### src/inc/sadc_params.svh
// Purpose: named constants of the converter control block
// Assumes: core clock of 25 MHz
// Notes:   cycle budgets are counted in converter clock ticks
`ifndef SADC_PARAMS_SVH
`define SADC_PARAMS_SVH
`define SADC_CH_OFF       5'h1F
`define SADC_MODE_8       2'h0
`define SADC_MODE_10      2'h1
`define SADC_DIV_1        2'h0
`define SADC_DIV_2        2'h1
`define SADC_DIV_4        2'h2
`define SADC_DIV_8        2'h3
`define SADC_MASK_1       3'h0
`define SADC_MASK_2       3'h1
`define SADC_MASK_4       3'h3
`define SADC_MASK_8       3'h7
`define SADC_DEC_8        6'h09
`define SADC_DEC_10       6'h0B
`define SADC_B8S_FIRST    6'h12
`define SADC_B8S_NEXT     6'h10
`define SADC_B8L_FIRST    6'h26
`define SADC_B8L_NEXT     6'h24
`define SADC_B10S_FIRST   6'h15
`define SADC_B10S_NEXT    6'h13
`define SADC_B10L_FIRST   6'h29
`define SADC_B10L_NEXT    6'h27
`define SADC_CLK_MHZ      25
`define SADC_STARTUP_NS   5000
`define SADC_STARTUP_CYC  (`SADC_STARTUP_NS * `SADC_CLK_MHZ / 1000)
`define SADC_TRIAL_MSB    11'h400
`define SADC_TRIAL_LSB10  11'h001
`define SADC_TRIAL_LSB8   11'h004
`define SADC_CODE_ZERO    11'h000
`define SADC_FULL10       10'h3FF
`define SADC_FULL8        8'hFF
`define SADC_RES_RST      8'h00
`define SADC_HIGH_PAD     6'h00
`endif

### src/inc/sadc_pkg.sv
// Purpose: types shared by the converter control block
// Assumes: nothing beyond the parameter header
// Notes:   field order fixes the packed layout
package sadc_pkg;
   typedef struct packed {
      logic       complete_interrupt_enable;
      logic       continuous_enable;
      logic [4:0] channel_select_field;
   } sadc_scr_t;

   typedef struct packed {
      logic       low_power_config;
      logic [1:0] clock_divide_ratio;
      logic       long_sample_select;
      logic [1:0] mode_sel;
      logic       input_clock_select;
      logic       async_clock_select;
   } sadc_clk_t;

   typedef enum logic [2:0] {
      ST_IDLE,
      ST_START,
      ST_SAMPLE,
      ST_CONVERT,
      ST_XFER
   } sadc_state_t;
endpackage

### src/design/sadc_clkdiv.sv
// Purpose: converter clock source select and divide
// Assumes: source ticks are one-cycle strobes on core_clk
// Notes:   divider is held cleared while the converter is idle
`timescale 1ns/1ps
`default_nettype none
`include "sadc_params.svh"
module sadc_clkdiv
   import sadc_pkg::*;
(
   // clock and reset
   input  wire logic      core_clk,
   input  wire logic      rst,
   // control
   input  wire logic      run,
   input  wire sadc_clk_t cfg,
   // source strobes
   input  wire logic      alt_tick,
   input  wire logic      async_tick,
   // converter clock strobe
   output logic           conv_tick
);
   logic       src_tick;
   logic [2:0] cnt_reg;
   logic [2:0] mask;

   always_comb begin
      if (cfg.async_clock_select) begin
         src_tick = async_tick;
      end else if (cfg.input_clock_select) begin
         src_tick = 1'b1;
      end else begin
         src_tick = alt_tick;
      end
   end

   always_comb begin
      case (cfg.clock_divide_ratio)
         `SADC_DIV_1: mask = `SADC_MASK_1;
         `SADC_DIV_2: mask = `SADC_MASK_2;
         `SADC_DIV_4: mask = `SADC_MASK_4;
         default:     mask = `SADC_MASK_8;
      endcase
   end

   // the run term of conv_tick, not the stopped divider, is what gates the converter clock off when idle
   always_ff @(posedge core_clk) begin
      if (rst || !run) begin
         cnt_reg <= 3'h0;
      end else if (src_tick) begin
         cnt_reg <= cnt_reg + 3'h1;
      end
   end

   assign conv_tick = run && src_tick && ((cnt_reg & mask) == mask);
endmodule
`default_nettype wire

### src/design/sadc_ctrl.sv
// Purpose: conversion control of a 10-bit successive approximation converter
// Assumes: comparator output settles within the cycle of each trial code
// Notes:   all software access arrives as one-cycle strobes
`timescale 1ns/1ps
`default_nettype none
`include "sadc_params.svh"
module sadc_ctrl
   import sadc_pkg::*;
(
   // clock and reset
   input  wire logic      core_clk,
   input  wire logic      rst,
   // software access strobes
   input  wire logic      scr_write,
   input  wire sadc_scr_t scr_wdata,
   input  wire logic      clk_write,
   input  wire sadc_clk_t clk_wdata,
   input  wire logic      rd_high,
   input  wire logic      rd_low,
   // system
   input  wire logic      stop_mode,
   input  wire logic      quad_bus_tick,
   input  wire logic      async_osc_pin,
   // analog side
   input  wire logic      comp_above,
   output logic [4:0]     channel_sel_reg,
   output logic           mux_enable_reg,
   output logic           sample_reg,
   output logic [10:0]    dac_code_reg,
   output logic           async_osc_en_reg,
   output logic           osc_low_range_reg,
   // results and status
   output logic [7:0]     result_high_reg,
   output logic [7:0]     result_low_reg,
   output logic           conversion_complete_flag_reg,
   output logic           interrupt_req_reg,
   output logic           busy_reg
);
   sadc_state_t state_reg;
   sadc_state_t state_next;
   sadc_scr_t   scr_reg;
   sadc_scr_t   scr_next;
   sadc_clk_t   clk_reg;
   sadc_clk_t   clk_next;
   logic        async_meta_reg;
   logic        async_sync_reg;
   logic        async_prev_reg;
   logic        async_tick;
   logic        conv_tick;
   logic        first_reg;
   logic        pend_reg;
   logic [10:0] trial_reg;
   logic [5:0]  sample_cnt_reg;
   logic [7:0]  wait_cnt_reg;
   logic        mode10;
   logic        abort;
   logic        start_req;
   logic        blocked;
   logic        wait_done;
   logic        last_trial;
   logic        sample_done;
   logic [5:0]  budget;
   logic [9:0]  rounded;
   logic        flag_set;
   logic        flag_clr;

   // budget in converter ticks for the current mode and conversion kind
   function automatic logic [5:0] sadc_budget(input logic m10,
                                              input logic lng,
                                              input logic fst);
      logic [5:0] b;
      b = 6'h00;
      case ({m10, lng})
         2'b00:   b = fst ? `SADC_B8S_FIRST  : `SADC_B8S_NEXT;
         2'b01:   b = fst ? `SADC_B8L_FIRST  : `SADC_B8L_NEXT;
         2'b10:   b = fst ? `SADC_B10S_FIRST : `SADC_B10S_NEXT;
         default: b = fst ? `SADC_B10L_FIRST : `SADC_B10L_NEXT;
      endcase
      return b;
   endfunction

   assign scr_next   = scr_write ? scr_wdata : scr_reg;
   assign clk_next   = clk_write ? clk_wdata : clk_reg;
   assign mode10     = (clk_reg.mode_sel == `SADC_MODE_10);
   // stop only kills a conversion that is not on the async oscillator
   assign abort      = scr_write || clk_write ||
                       (stop_mode && !clk_reg.async_clock_select);
   assign start_req  = scr_write &&
                       (scr_wdata.channel_select_field != `SADC_CH_OFF);
   assign blocked    = mode10 && pend_reg;
   assign wait_done  = wait_cnt_reg == 8'(`SADC_STARTUP_CYC - 1);
   assign last_trial = trial_reg ==
                       (mode10 ? `SADC_TRIAL_LSB10 : `SADC_TRIAL_LSB8);
   assign budget     = sadc_budget(mode10, clk_reg.long_sample_select,
                                   first_reg);
   assign sample_done = sample_cnt_reg ==
                        (budget - (mode10 ? `SADC_DEC_10 : `SADC_DEC_8)
                         - 6'h01);
   assign async_tick = async_sync_reg && !async_prev_reg;

   // the extra decision bit below the result width is the rounding bit
   always_comb begin
      if (mode10) begin
         if (dac_code_reg[10:1] == `SADC_FULL10) begin
            rounded = `SADC_FULL10;
         end else begin
            rounded = dac_code_reg[10:1] + {9'h000, dac_code_reg[0]};
         end
      end else begin
         if (dac_code_reg[10:3] == `SADC_FULL8) begin
            rounded = {2'h0, `SADC_FULL8};
         end else begin
            rounded = {2'h0, dac_code_reg[10:3] + {7'h00, dac_code_reg[2]}};
         end
      end
   end

   always_comb begin
      state_next = state_reg;
      if (abort) begin
         state_next = start_req ? ST_START : ST_IDLE;
      end else begin
         case (state_reg)
            ST_IDLE: begin
               state_next = ST_IDLE;
            end
            ST_START: begin
               if (!clk_reg.async_clock_select || wait_done) begin
                  state_next = ST_SAMPLE;
               end
            end
            ST_SAMPLE: begin
               if (conv_tick && sample_done) begin
                  state_next = ST_CONVERT;
               end
            end
            ST_CONVERT: begin
               if (conv_tick && last_trial) begin
                  state_next = ST_XFER;
               end
            end
            ST_XFER: begin
               if (scr_reg.continuous_enable || blocked) begin
                  state_next = ST_SAMPLE;
               end else begin
                  state_next = ST_IDLE;
               end
            end
            default: state_next = ST_IDLE;
         endcase
      end
   end

   always_ff @(posedge core_clk) begin
      if (rst) begin
         state_reg <= ST_IDLE;
      end else begin
         state_reg <= state_next;
      end
   end

   always_ff @(posedge core_clk) begin
      if (rst) begin
         scr_reg <= sadc_scr_t'({1'b0, 1'b0, `SADC_CH_OFF});
         clk_reg <= sadc_clk_t'(8'h00);
      end else begin
         scr_reg <= scr_next;
         clk_reg <= clk_next;
      end
   end

   // oscillator pin is unrelated to core_clk
   always_ff @(posedge core_clk) begin
      if (rst) begin
         async_meta_reg <= 1'b0;
         async_sync_reg <= 1'b0;
         async_prev_reg <= 1'b0;
      end else begin
         async_meta_reg <= async_osc_pin;
         async_sync_reg <= async_meta_reg;
         async_prev_reg <= async_sync_reg;
      end
   end

   sadc_clkdiv u_clkdiv (
      .core_clk   (core_clk),
      .rst        (rst),
      .run        (state_reg == ST_SAMPLE || state_reg == ST_CONVERT),
      .cfg        (clk_reg),
      .alt_tick   (quad_bus_tick),
      .async_tick (async_tick),
      .conv_tick  (conv_tick)
   );

   always_ff @(posedge core_clk) begin
      if (rst || state_reg != ST_START) begin
         wait_cnt_reg <= 8'h00;
      end else if (!wait_done) begin
         wait_cnt_reg <= wait_cnt_reg + 8'h01;
      end
   end

   always_ff @(posedge core_clk) begin
      if (rst || state_reg != ST_SAMPLE) begin
         sample_cnt_reg <= 6'h00;
      end else if (conv_tick) begin
         sample_cnt_reg <= sample_cnt_reg + 6'h01;
      end
   end

   always_ff @(posedge core_clk) begin
      if (rst) begin
         first_reg <= 1'b1;
      end else if (start_req) begin
         first_reg <= 1'b1;
      end else if (state_reg == ST_XFER) begin
         first_reg <= !scr_reg.continuous_enable;
      end
   end

   // successive approximation: keep the trial bit if input is above it
   always_ff @(posedge core_clk) begin
      if (rst || state_next == ST_IDLE || state_next == ST_START) begin
         trial_reg    <= `SADC_CODE_ZERO;
         dac_code_reg <= `SADC_CODE_ZERO;
      end else if (state_reg == ST_SAMPLE && state_next == ST_CONVERT) begin
         trial_reg    <= `SADC_TRIAL_MSB;
         dac_code_reg <= `SADC_TRIAL_MSB;
      end else if (state_reg == ST_CONVERT && conv_tick) begin
         trial_reg    <= trial_reg >> 1;
         dac_code_reg <= (comp_above ? dac_code_reg : dac_code_reg & ~trial_reg)
                         | (last_trial ? `SADC_CODE_ZERO : trial_reg >> 1);
      end
   end

   // in 10-bit mode a high read opens a pair that only the low read closes
   always_ff @(posedge core_clk) begin
      if (rst) begin
         pend_reg <= 1'b0;
      end else if (rd_low) begin
         pend_reg <= 1'b0;
      end else if (rd_high && mode10) begin
         pend_reg <= 1'b1;
      end
   end

   always_ff @(posedge core_clk) begin
      if (rst) begin
         result_high_reg <= `SADC_RES_RST;
         result_low_reg  <= `SADC_RES_RST;
      end else if (state_reg == ST_XFER && !abort && !blocked) begin
         result_low_reg  <= rounded[7:0];
         result_high_reg <= mode10 ? {`SADC_HIGH_PAD, rounded[9:8]}
                                   : `SADC_RES_RST;
      end
   end

   assign flag_set = state_reg == ST_XFER && !abort && !blocked;
   assign flag_clr = scr_write || rd_low;

   // a completion in the clearing cycle still sets the flag
   always_ff @(posedge core_clk) begin
      if (rst) begin
         conversion_complete_flag_reg <= 1'b0;
      end else if (flag_set) begin
         conversion_complete_flag_reg <= 1'b1;
      end else if (flag_clr) begin
         conversion_complete_flag_reg <= 1'b0;
      end
   end

   always_ff @(posedge core_clk) begin
      if (rst) begin
         interrupt_req_reg <= 1'b0;
      end else if (flag_set && scr_next.complete_interrupt_enable) begin
         interrupt_req_reg <= 1'b1;
      end else if (flag_clr || !scr_next.complete_interrupt_enable) begin
         interrupt_req_reg <= 1'b0;
      end
   end

   // analog controls follow the next state so an abort drops them at once
   always_ff @(posedge core_clk) begin
      if (rst) begin
         channel_sel_reg   <= `SADC_CH_OFF;
         mux_enable_reg    <= 1'b0;
         sample_reg        <= 1'b0;
         async_osc_en_reg  <= 1'b0;
         osc_low_range_reg <= 1'b0;
         busy_reg          <= 1'b0;
      end else begin
         channel_sel_reg   <= scr_next.channel_select_field;
         mux_enable_reg    <= state_next != ST_IDLE;
         sample_reg        <= state_next == ST_SAMPLE;
         async_osc_en_reg  <= state_next != ST_IDLE &&
                              clk_next.async_clock_select;
         osc_low_range_reg <= clk_next.low_power_config;
         busy_reg          <= state_next != ST_IDLE;
      end
   end

   // ticks spent since the conversion left its start or transfer phase
   logic [5:0] tick_cnt_reg;
   always_ff @(posedge core_clk) begin
      if (rst || state_reg == ST_START || state_reg == ST_XFER) begin
         tick_cnt_reg <= 6'h00;
      end else if (conv_tick) begin
         tick_cnt_reg <= tick_cnt_reg + 6'h01;
      end
   end
endmodule
`default_nettype wire

### config.mk
export PLATFORM = sky130hd
export DESIGN_NAME = sadc_ctrl
export DESIGN_NICKNAME = d
export VERILOG_FILES = /design/src/inc/sadc_pkg.sv /design/src/design/sadc_clkdiv.sv /design/src/design/sadc_ctrl.sv
export VERILOG_INCLUDE_DIRS = /design/src /design/src/inc
export SDC_FILE = /design/constraint.sdc
export NUM_CORES = 1
export LEC_CHECK = 0
export ABC_AREA = 1
export BUFFER_PORTS_ARGS = -buffer_cell sky130_fd_sc_hd__buf_4
export CAP_MARGIN = 20
export CORE_ASPECT_RATIO = 0.75
export CORE_UTILIZATION = 51
export DETAILED_ROUTE_END_ITERATION = 12
export PLACE_DENSITY = 0.76
export SLEW_MARGIN = 20
export SYNTH_ARGS = -nofsm -noshare
export SYNTH_HDL_FRONTEND = slang
export SYNTH_SLANG_ARGS = --single-unit
### constraint.sdc
create_clock -name core_clk -period 1.76 [get_ports core_clk]
set_input_delay 0.264 -clock core_clk [delete_from_list [all_inputs] [get_ports core_clk]]
set_output_delay 0.264 -clock core_clk [all_outputs]
set_load 0.005 [all_outputs]
==> summary.txt, run 1 <==
Outcome
  • Status: finished with violations
  • Failing checks: negative setup slack

Synthesis
  • Top area cells in the synthesized netlist: dfxtp_1, nand2_1, inv_1, o21ai_0, nor2_1
  • Avg Inst Size Synth: slightly above 7 um^2
  • Primary FF master, synth: dfxtp_1
  • Syn Inst Count: approximately 540
  • FFs w/ async S/R, synth: 0
  • #FFs+latches synth: 77
  • Library cells used by synthesis: 32
  • Most frequent cell after synthesis: nand2_1
  • Number of synthesized flops with an enable pin: 0
  • Top cell type's share of synthesized area: 0.401
  • Share of the yosys chip area belonging to registers: 0.401
  • Synth warnings: 0
  • Leading area contributor after synthesis: dfxtp_1
  • Most frequent cells after synthesis: nand2_1, inv_1, dfxtp_1
  • Mapped Area: around 3800 um^2

Cells and area
  • Finished Cell Area: between 4000 and 5000 um^2
  • Diodes inserted: 0
  • Final nets: 671
  • Post-layout util: 0.681
  • Area growth, synth to finish: 29.8%
  • Ratio of cells with drive above 1 in the final layout: 0.296

Clock network
  • CTS buffer count: 9
  • CTS tree: built
  • Root buf cell: clkbuf_8
  • Clock sink count: 77
  • H-Tree Depth: 3
  • Clock Latency Late Sink: between 0.3 and 0.4 ns
  • Worst-case clock buffer depth: 2
  • CTS clk-pin slew, worst paths: roughly 0.08 ns

Timing
  • RSZ-0062 raised after global routing: true
  • Final-report hold violation count: 0
  • Fin crit share: 1.07
  • Hold_ws: between 0.07 and 0.08 ns
  • Final Slew Violations: 0
  • Final setup margin: -0.122 ns
  • Post-layout min period: 1.88 ns
  • Final TNS setup: -1.94 ns
  • Fmax: 0.531 GHz
  • Clk_skew: 0.0109 ns
  • Endpoints failing setup: 20

GRT
  • Largest net degree at the start of global routing: 19
  • Initial antenna violation count: 0
  • Vias in the first global route: 3514
  • First-pass GRT wire length: between 15000 and 20000 um
  • Grt total ovfl: 0
  • Global Route Usage Sum: 0.268

Worst setup path
  • R2R cell count: 15
  • Reg2reg start: clk_reg[2]
  • WS Path Type: reg2reg
  • R2r endpoint: trial_reg[2]
  • R2R setup slack: -0.12 ns
  • CP Capture Type: flop
  • CP max stage delay: roughly 0.35 ns
  • Worst Path Required: 2.01 ns
  • Worst setup SP type: flop
  • Critical Path, Cell by Cell: inv_2 -> nor2_4 -> buf_12 -> nand2_1 -> nor2_1 -> nor2_1 -> nand2_1 -> inv_1 -> nand2_2 -> nand2_2 -> nor2_2 -> nand2_2 -> nand2_4 -> clkbuf_16 -> nor2_2
  • Top fanout value on the critical path: 5
  • Worst Path Arrival: between 2 and 2.5 ns
  • Most used cell along the critical path: nand2_2
  • CP max stage cell: dfxtp_2

Floorplan
  • Die area: 7890 um^2
  • Initial core utilization: 0.524
  • Row count: 27
  • Die W: slightly above 100 um
  • DIE HEIGHT: ~77 um
  • Ports: 64
  • Core Area: roughly 7300 um^2

Drt
  • # DRC: 0
  • Vias per inst: around 5.1
  • Drt pass-1 iters: 5
  • WL/cell: 14.0 um
  • Iteration-0 DRC Markers: roughly 260
  • Vias: 3819
  • Routed Antenna Nets: 0
  • WL final: a little over 10000 um

Placed design
  • Count of input and output buffers: 57
  • GP Congestion: ~0.9
  • HPWL after detailed placement: just over 7000 um
  • Placed inst area: approximately 4500 um^2

Power and ir drop
  • Leak: roughly 2.3 nW
  • VDD IR max: roughly 0.55 mV
  • Pwr Density: between 700 and 800 nW/um^2
  • Pwr Total: approximately 3.6 mW

Min path
  • Hold path endpoint: pend_reg
  • Worst min path class: in2reg
  • WHS Path Cells: 2
  • Hold_sp: rd_low

Flow run
  • Maxcap violations: 0
[per-stage QoR]
| stage | setup slack, ns | instances |
|---|---|---|
| after floorplan | 0.0873 | 548 |
| final | -0.122 | 742 |
| after CTS | -0.0401 | 734 |
| after global placement | 0.00626 | 713 |
| after detailed placement | -0.0417 | 713 |
| after global routing | -0.213 | 742 |
[cells in the final DEF, fill, tap and decap left out, types with 3 or more instances in the layout]
cell type	netlist	final
nand2_1	117	114
buf_4	14	95
inv_1	78	71
dfxtp_1	77	69
o21ai_0	52	51
nor2_1	49	45
a21oi_1	32	30
nor2_2	22	22
nand3_1	23	20
inv_2	6	11
nand2_2	9	11
xor2_1	10	10
clkbuf_8	0	10
dfxtp_2	0	8
nor2_4	3	7
nand3_2	4	7
ha_1	9	7
nor3_1	6	6
xnor2_1	6	6
conb_1	1	6
nand4_1	3	3
a31oi_1	3	3
[timing repair]
action / CTS / global route
hold buffers: 0 / 0
endpoints found under the setup margin: 21 / 37
setup buffers: 4 / 6
cloned: 2 / 2
endpoints found under the hold margin: 0 / 0
pin swaps: 0 / 3
resized for setup: 13 / 27
[cell families after synthesis]
kind of cell	Yosys count	synth area share
flops	77	0.401
compound gates	92	0.126
simple gates	240	0.281
mux	1	0.00260
fa+ha+maj	9	0.0293
xor+xnor	16	0.0364
buf+inv	107	0.123
other cells	1	0.000975
[cell type report]
cell class,count,area [um^2]
Clock buffer,12,145
Clock inverter,3,68.8
Fill cell,580,2340
Inverter,84,322
Multi-Input combinational cell,364,1940
Sequential cell,77,1550
Tap cell,101,126
Timing Repair Buffer,100,833
Timing Repair inverter,1,7.51
[power breakdown]
group	internal, mW	total (mW)	switching [mW]
combinational	0.127	0.285	0.158
sequential	1.77	1.79	0.0197
clock	0.837	1.48	0.644
total	2.74	3.56	0.821
[critical path: cells and delay by family, from the launching register on]
family	cells	cell delay [ns]
and+or+nand+nor	11	1.03
DFF	1	0.35
buffers and inverters	4	0.40
[per-layer routing]
| metal | vias up | GRT usage | share of wire |
|---|---|---|---|
| li1 | 1878 | - | - |
| met5 | - | 0 | 0 |
| met2 | 170 | 0.409 | 0.46 |
| met3 | 21 | 0.0757 | 0.074 |
| met1 | 1750 | 0.365 | 0.45 |
| met4 | 0 | 0.0800 | 0.017 |
[worst max path at each step]
stage	start	end	slack, ns	cells past startpoint
global route	clk_reg[2]	trial_reg[2]	-0.21	15
CTS	clk_reg[4]	trial_reg[7]	-0.04	16
detailed placement	clk_reg[4]	trial_reg[7]	-0.04	16
floorplan	first_reg	trial_reg[0]	0.09	16
global placement	clk_reg[4]	dac_code_reg[1]	0.006	16
finish	clk_reg[2]	trial_reg[2]	-0.12	15
Note: power is estimated with default switching activity, not from simulation.
==> inputs of run 2 (changes only) <==
--- a/config.mk
+++ b/config.mk
@@ -9,9 +9,10 @@
 export ABC_AREA = 1
 export BUFFER_PORTS_ARGS = -buffer_cell sky130_fd_sc_hd__buf_4
 export CAP_MARGIN = 20
-export CORE_ASPECT_RATIO = 0.75
+export CORE_ASPECT_RATIO = 1.25
 export CORE_UTILIZATION = 51
 export DETAILED_ROUTE_END_ITERATION = 12
+export GPL_ROUTABILITY_DRIVEN = 0
 export PLACE_DENSITY = 0.76
 export SLEW_MARGIN = 20
 export SYNTH_ARGS = -nofsm -noshare
==> summary.txt, run 2 (synthesis results as in run 1) <==
Outcome
  • Status: finished with violations
  • Failing checks: negative setup slack

GRT
  • First-pass GRT wire length: 15300 um (-6.1%)
  • Global Route Usage Sum: 0.249 (-0.0197)
  • Grt total ovfl: 0 (unchanged)
  • Vias in the first global route: 3452 (-1.8%)
  • Largest net degree at the start of global routing: 19 (unchanged)
  • Initial antenna violation count: 0 (unchanged)

Worst setup path
  • R2R setup slack: -0.006 ns (+0.12 ns)
  • Worst Path Required: 2.02 ns (about the same)
  • CP Capture Type: flop
  • R2r endpoint: trial_reg[6]
  • Reg2reg start: wait_cnt_reg[1]
  • R2R cell count: 16 (+1)
  • Worst Path Arrival: 2.03 ns (-0.11 ns)
  • Top fanout value on the critical path: 6 (+1)
  • WS Path Type: reg2reg
  • Worst setup SP type: flop

Drt
  • Vias per inst: 5.05 (-1.9%)
  • Drt pass-1 iters: 5 (unchanged)
  • Iteration-0 DRC Markers: 166 (-36%)
  • # DRC: 0 (unchanged)
  • Routed Antenna Nets: 0 (unchanged)
  • WL/cell: 12.9 um (-7.6%)
  • WL final: 9490 um (-8.7%)
  • Vias: 3700 (-3.1%)

Floorplan
  • Row count: 35 (+30%)
  • Core Area: 7360 um^2 (+0.36%)
  • DIE HEIGHT: 99.1 um (+28%)
  • Die W: 79.7 um (-22%)
  • Ports: 64 (unchanged)
  • Die area: 7890 um^2 (about the same)
  • Initial core utilization: 0.523 (-0.00187)

Clock network
  • Clock sink count: 77 (unchanged)
  • Worst-case clock buffer depth: 2 (unchanged)
  • CTS buffer count: 9 (unchanged)
  • H-Tree Depth: 3 (unchanged)
  • CTS tree: built
  • Clock Latency Late Sink: 0.36 ns (about the same)
  • Root buf cell: clkbuf_8
  • CTS clk-pin slew, worst paths: 0.08 ns (about the same)

Timing
  • Post-layout min period: 1.77 ns (-0.116 ns)
  • RSZ-0062 raised after global routing: true
  • Final setup margin: -0.00633 ns (+0.116 ns)
  • Final Slew Violations: 0 (unchanged)
  • Endpoints failing setup: 3 (-85%)
  • Fmax: 0.566 GHz (+6.6%)
  • Fin crit share: 1.00 (-0.0658)
  • Hold_ws: 0.0627 ns (-0.0159 ns)
  • Final-report hold violation count: 0 (unchanged)
  • Final TNS setup: -0.0121 ns (+1.93 ns)
  • Clk_skew: 0.00733 ns (-0.00361 ns)

Power and ir drop
  • Pwr Total: 3.42 mW (-3.8%)
  • VDD IR max: 0.442 mV (-19%)
  • Leak: 2.23 nW (-1.0%)
  • Pwr Density: 698 nW/um^2 (-2.2%)

Cells and area
  • Commonest non-fill, non-tap cell in the layout: nand2_1
  • Seq. cell area: 1550 um^2 (-0.32%)
  • Finished Cell Area: 4910 um^2 (-1.7%)
  • Diodes inserted: 0 (unchanged)
  • Ratio of cells with drive above 1 in the final layout: 0.278 (-0.0187)
  • Multi-input gate area: 1930 um^2 (-0.19%)
  • Number of fill cells: 612 (+5.5%)
  • Final nets: 670 (-0.15%)
  • Non-filler cells, final: 733 (-1.2%)
  • Most frequent cells in the layout: nand2_1, buf_4, inv_1, dfxtp_1, o21ai_0
  • Area growth, synth to finish: 27.7%
  • Post-layout util: 0.667 (-0.0138)

Placed design
  • Count of input and output buffers: 57 (unchanged)
  • Placed insts: 709 (-0.56%)
  • HPWL after detailed placement: 6870 um (-2.9%)
  • Placed inst area: 4540 um^2 (+0.86%)
  • Pre-CTS setup slack: -0.0304 ns (+0.0114 ns)

Min path
  • Hold_sp: rd_low
  • Worst min path class: in2reg
  • WHS Path Cells: 2 (unchanged)
  • Hold path endpoint: pend_reg

Flow run
  • Maxcap violations: 0 (unchanged)
run 2: worst max-delay path by stage:
stage                          startpoint               to  depth (start not counted)
final                     wait_cnt_reg[1]     trial_reg[6]                         16
after global routing           clk_reg[4]     trial_reg[7]                         16
after CTS                      clk_reg[4]     trial_reg[6]                         16
after detailed placement       clk_reg[4]     trial_reg[6]                         16
after global placement         clk_reg[4]  dac_code_reg[6]                         16
after floorplan                 first_reg     trial_reg[0]                         16
run 2: critical path, stage by stage, from the launching register on:
cell and delay [ns]:
dfxtp_1 0.33, inv_1 0.09, ha_1 0.15, inv_1 0.04, nor2_1 0.10, nand3_2 0.09
nand2_1 0.07, nand2_1 0.04, nand2_1 0.06, inv_1 0.03, nand2_1 0.07, nand2_1 0.09
nor2_2 0.14, nand2_4 0.09, nand2_8 0.09, clkbuf_16 0.15, nor2_2 0.03
run 2: repair_timing:
item                                    in CTS  in global routing
pin swaps                                    1                  6
endpoints found under the setup margin      20                 36
hold buffers                                 0                  0
setup buffers                                0                  7
resized for setup                            2                 23
cloned                                       0                  1
run 2: final cells by class:
type                       instances  area share
clock inverter                     5      0.0120
inverter                          84      0.0650
timing repair buffer             100       0.162
sequential                        77       0.315
multi-input combinational        364       0.394
clock buffer                      11      0.0288
tap                               92      0.0235
run 2: where the power goes:
part           internal (mW)  switching (mW)
logic                  0.118           0.149
clock network          0.697           0.670
registers               1.77          0.0177
run 2: per-layer routing:
layer	share of wire	vias up	GRT usage
met3	0.035	28	0.0361
met1	0.41	1707	0.286
met2	0.53	90	0.439
met4	0.029	0	0.124
met5	0	-	0
li1	-	1875	-
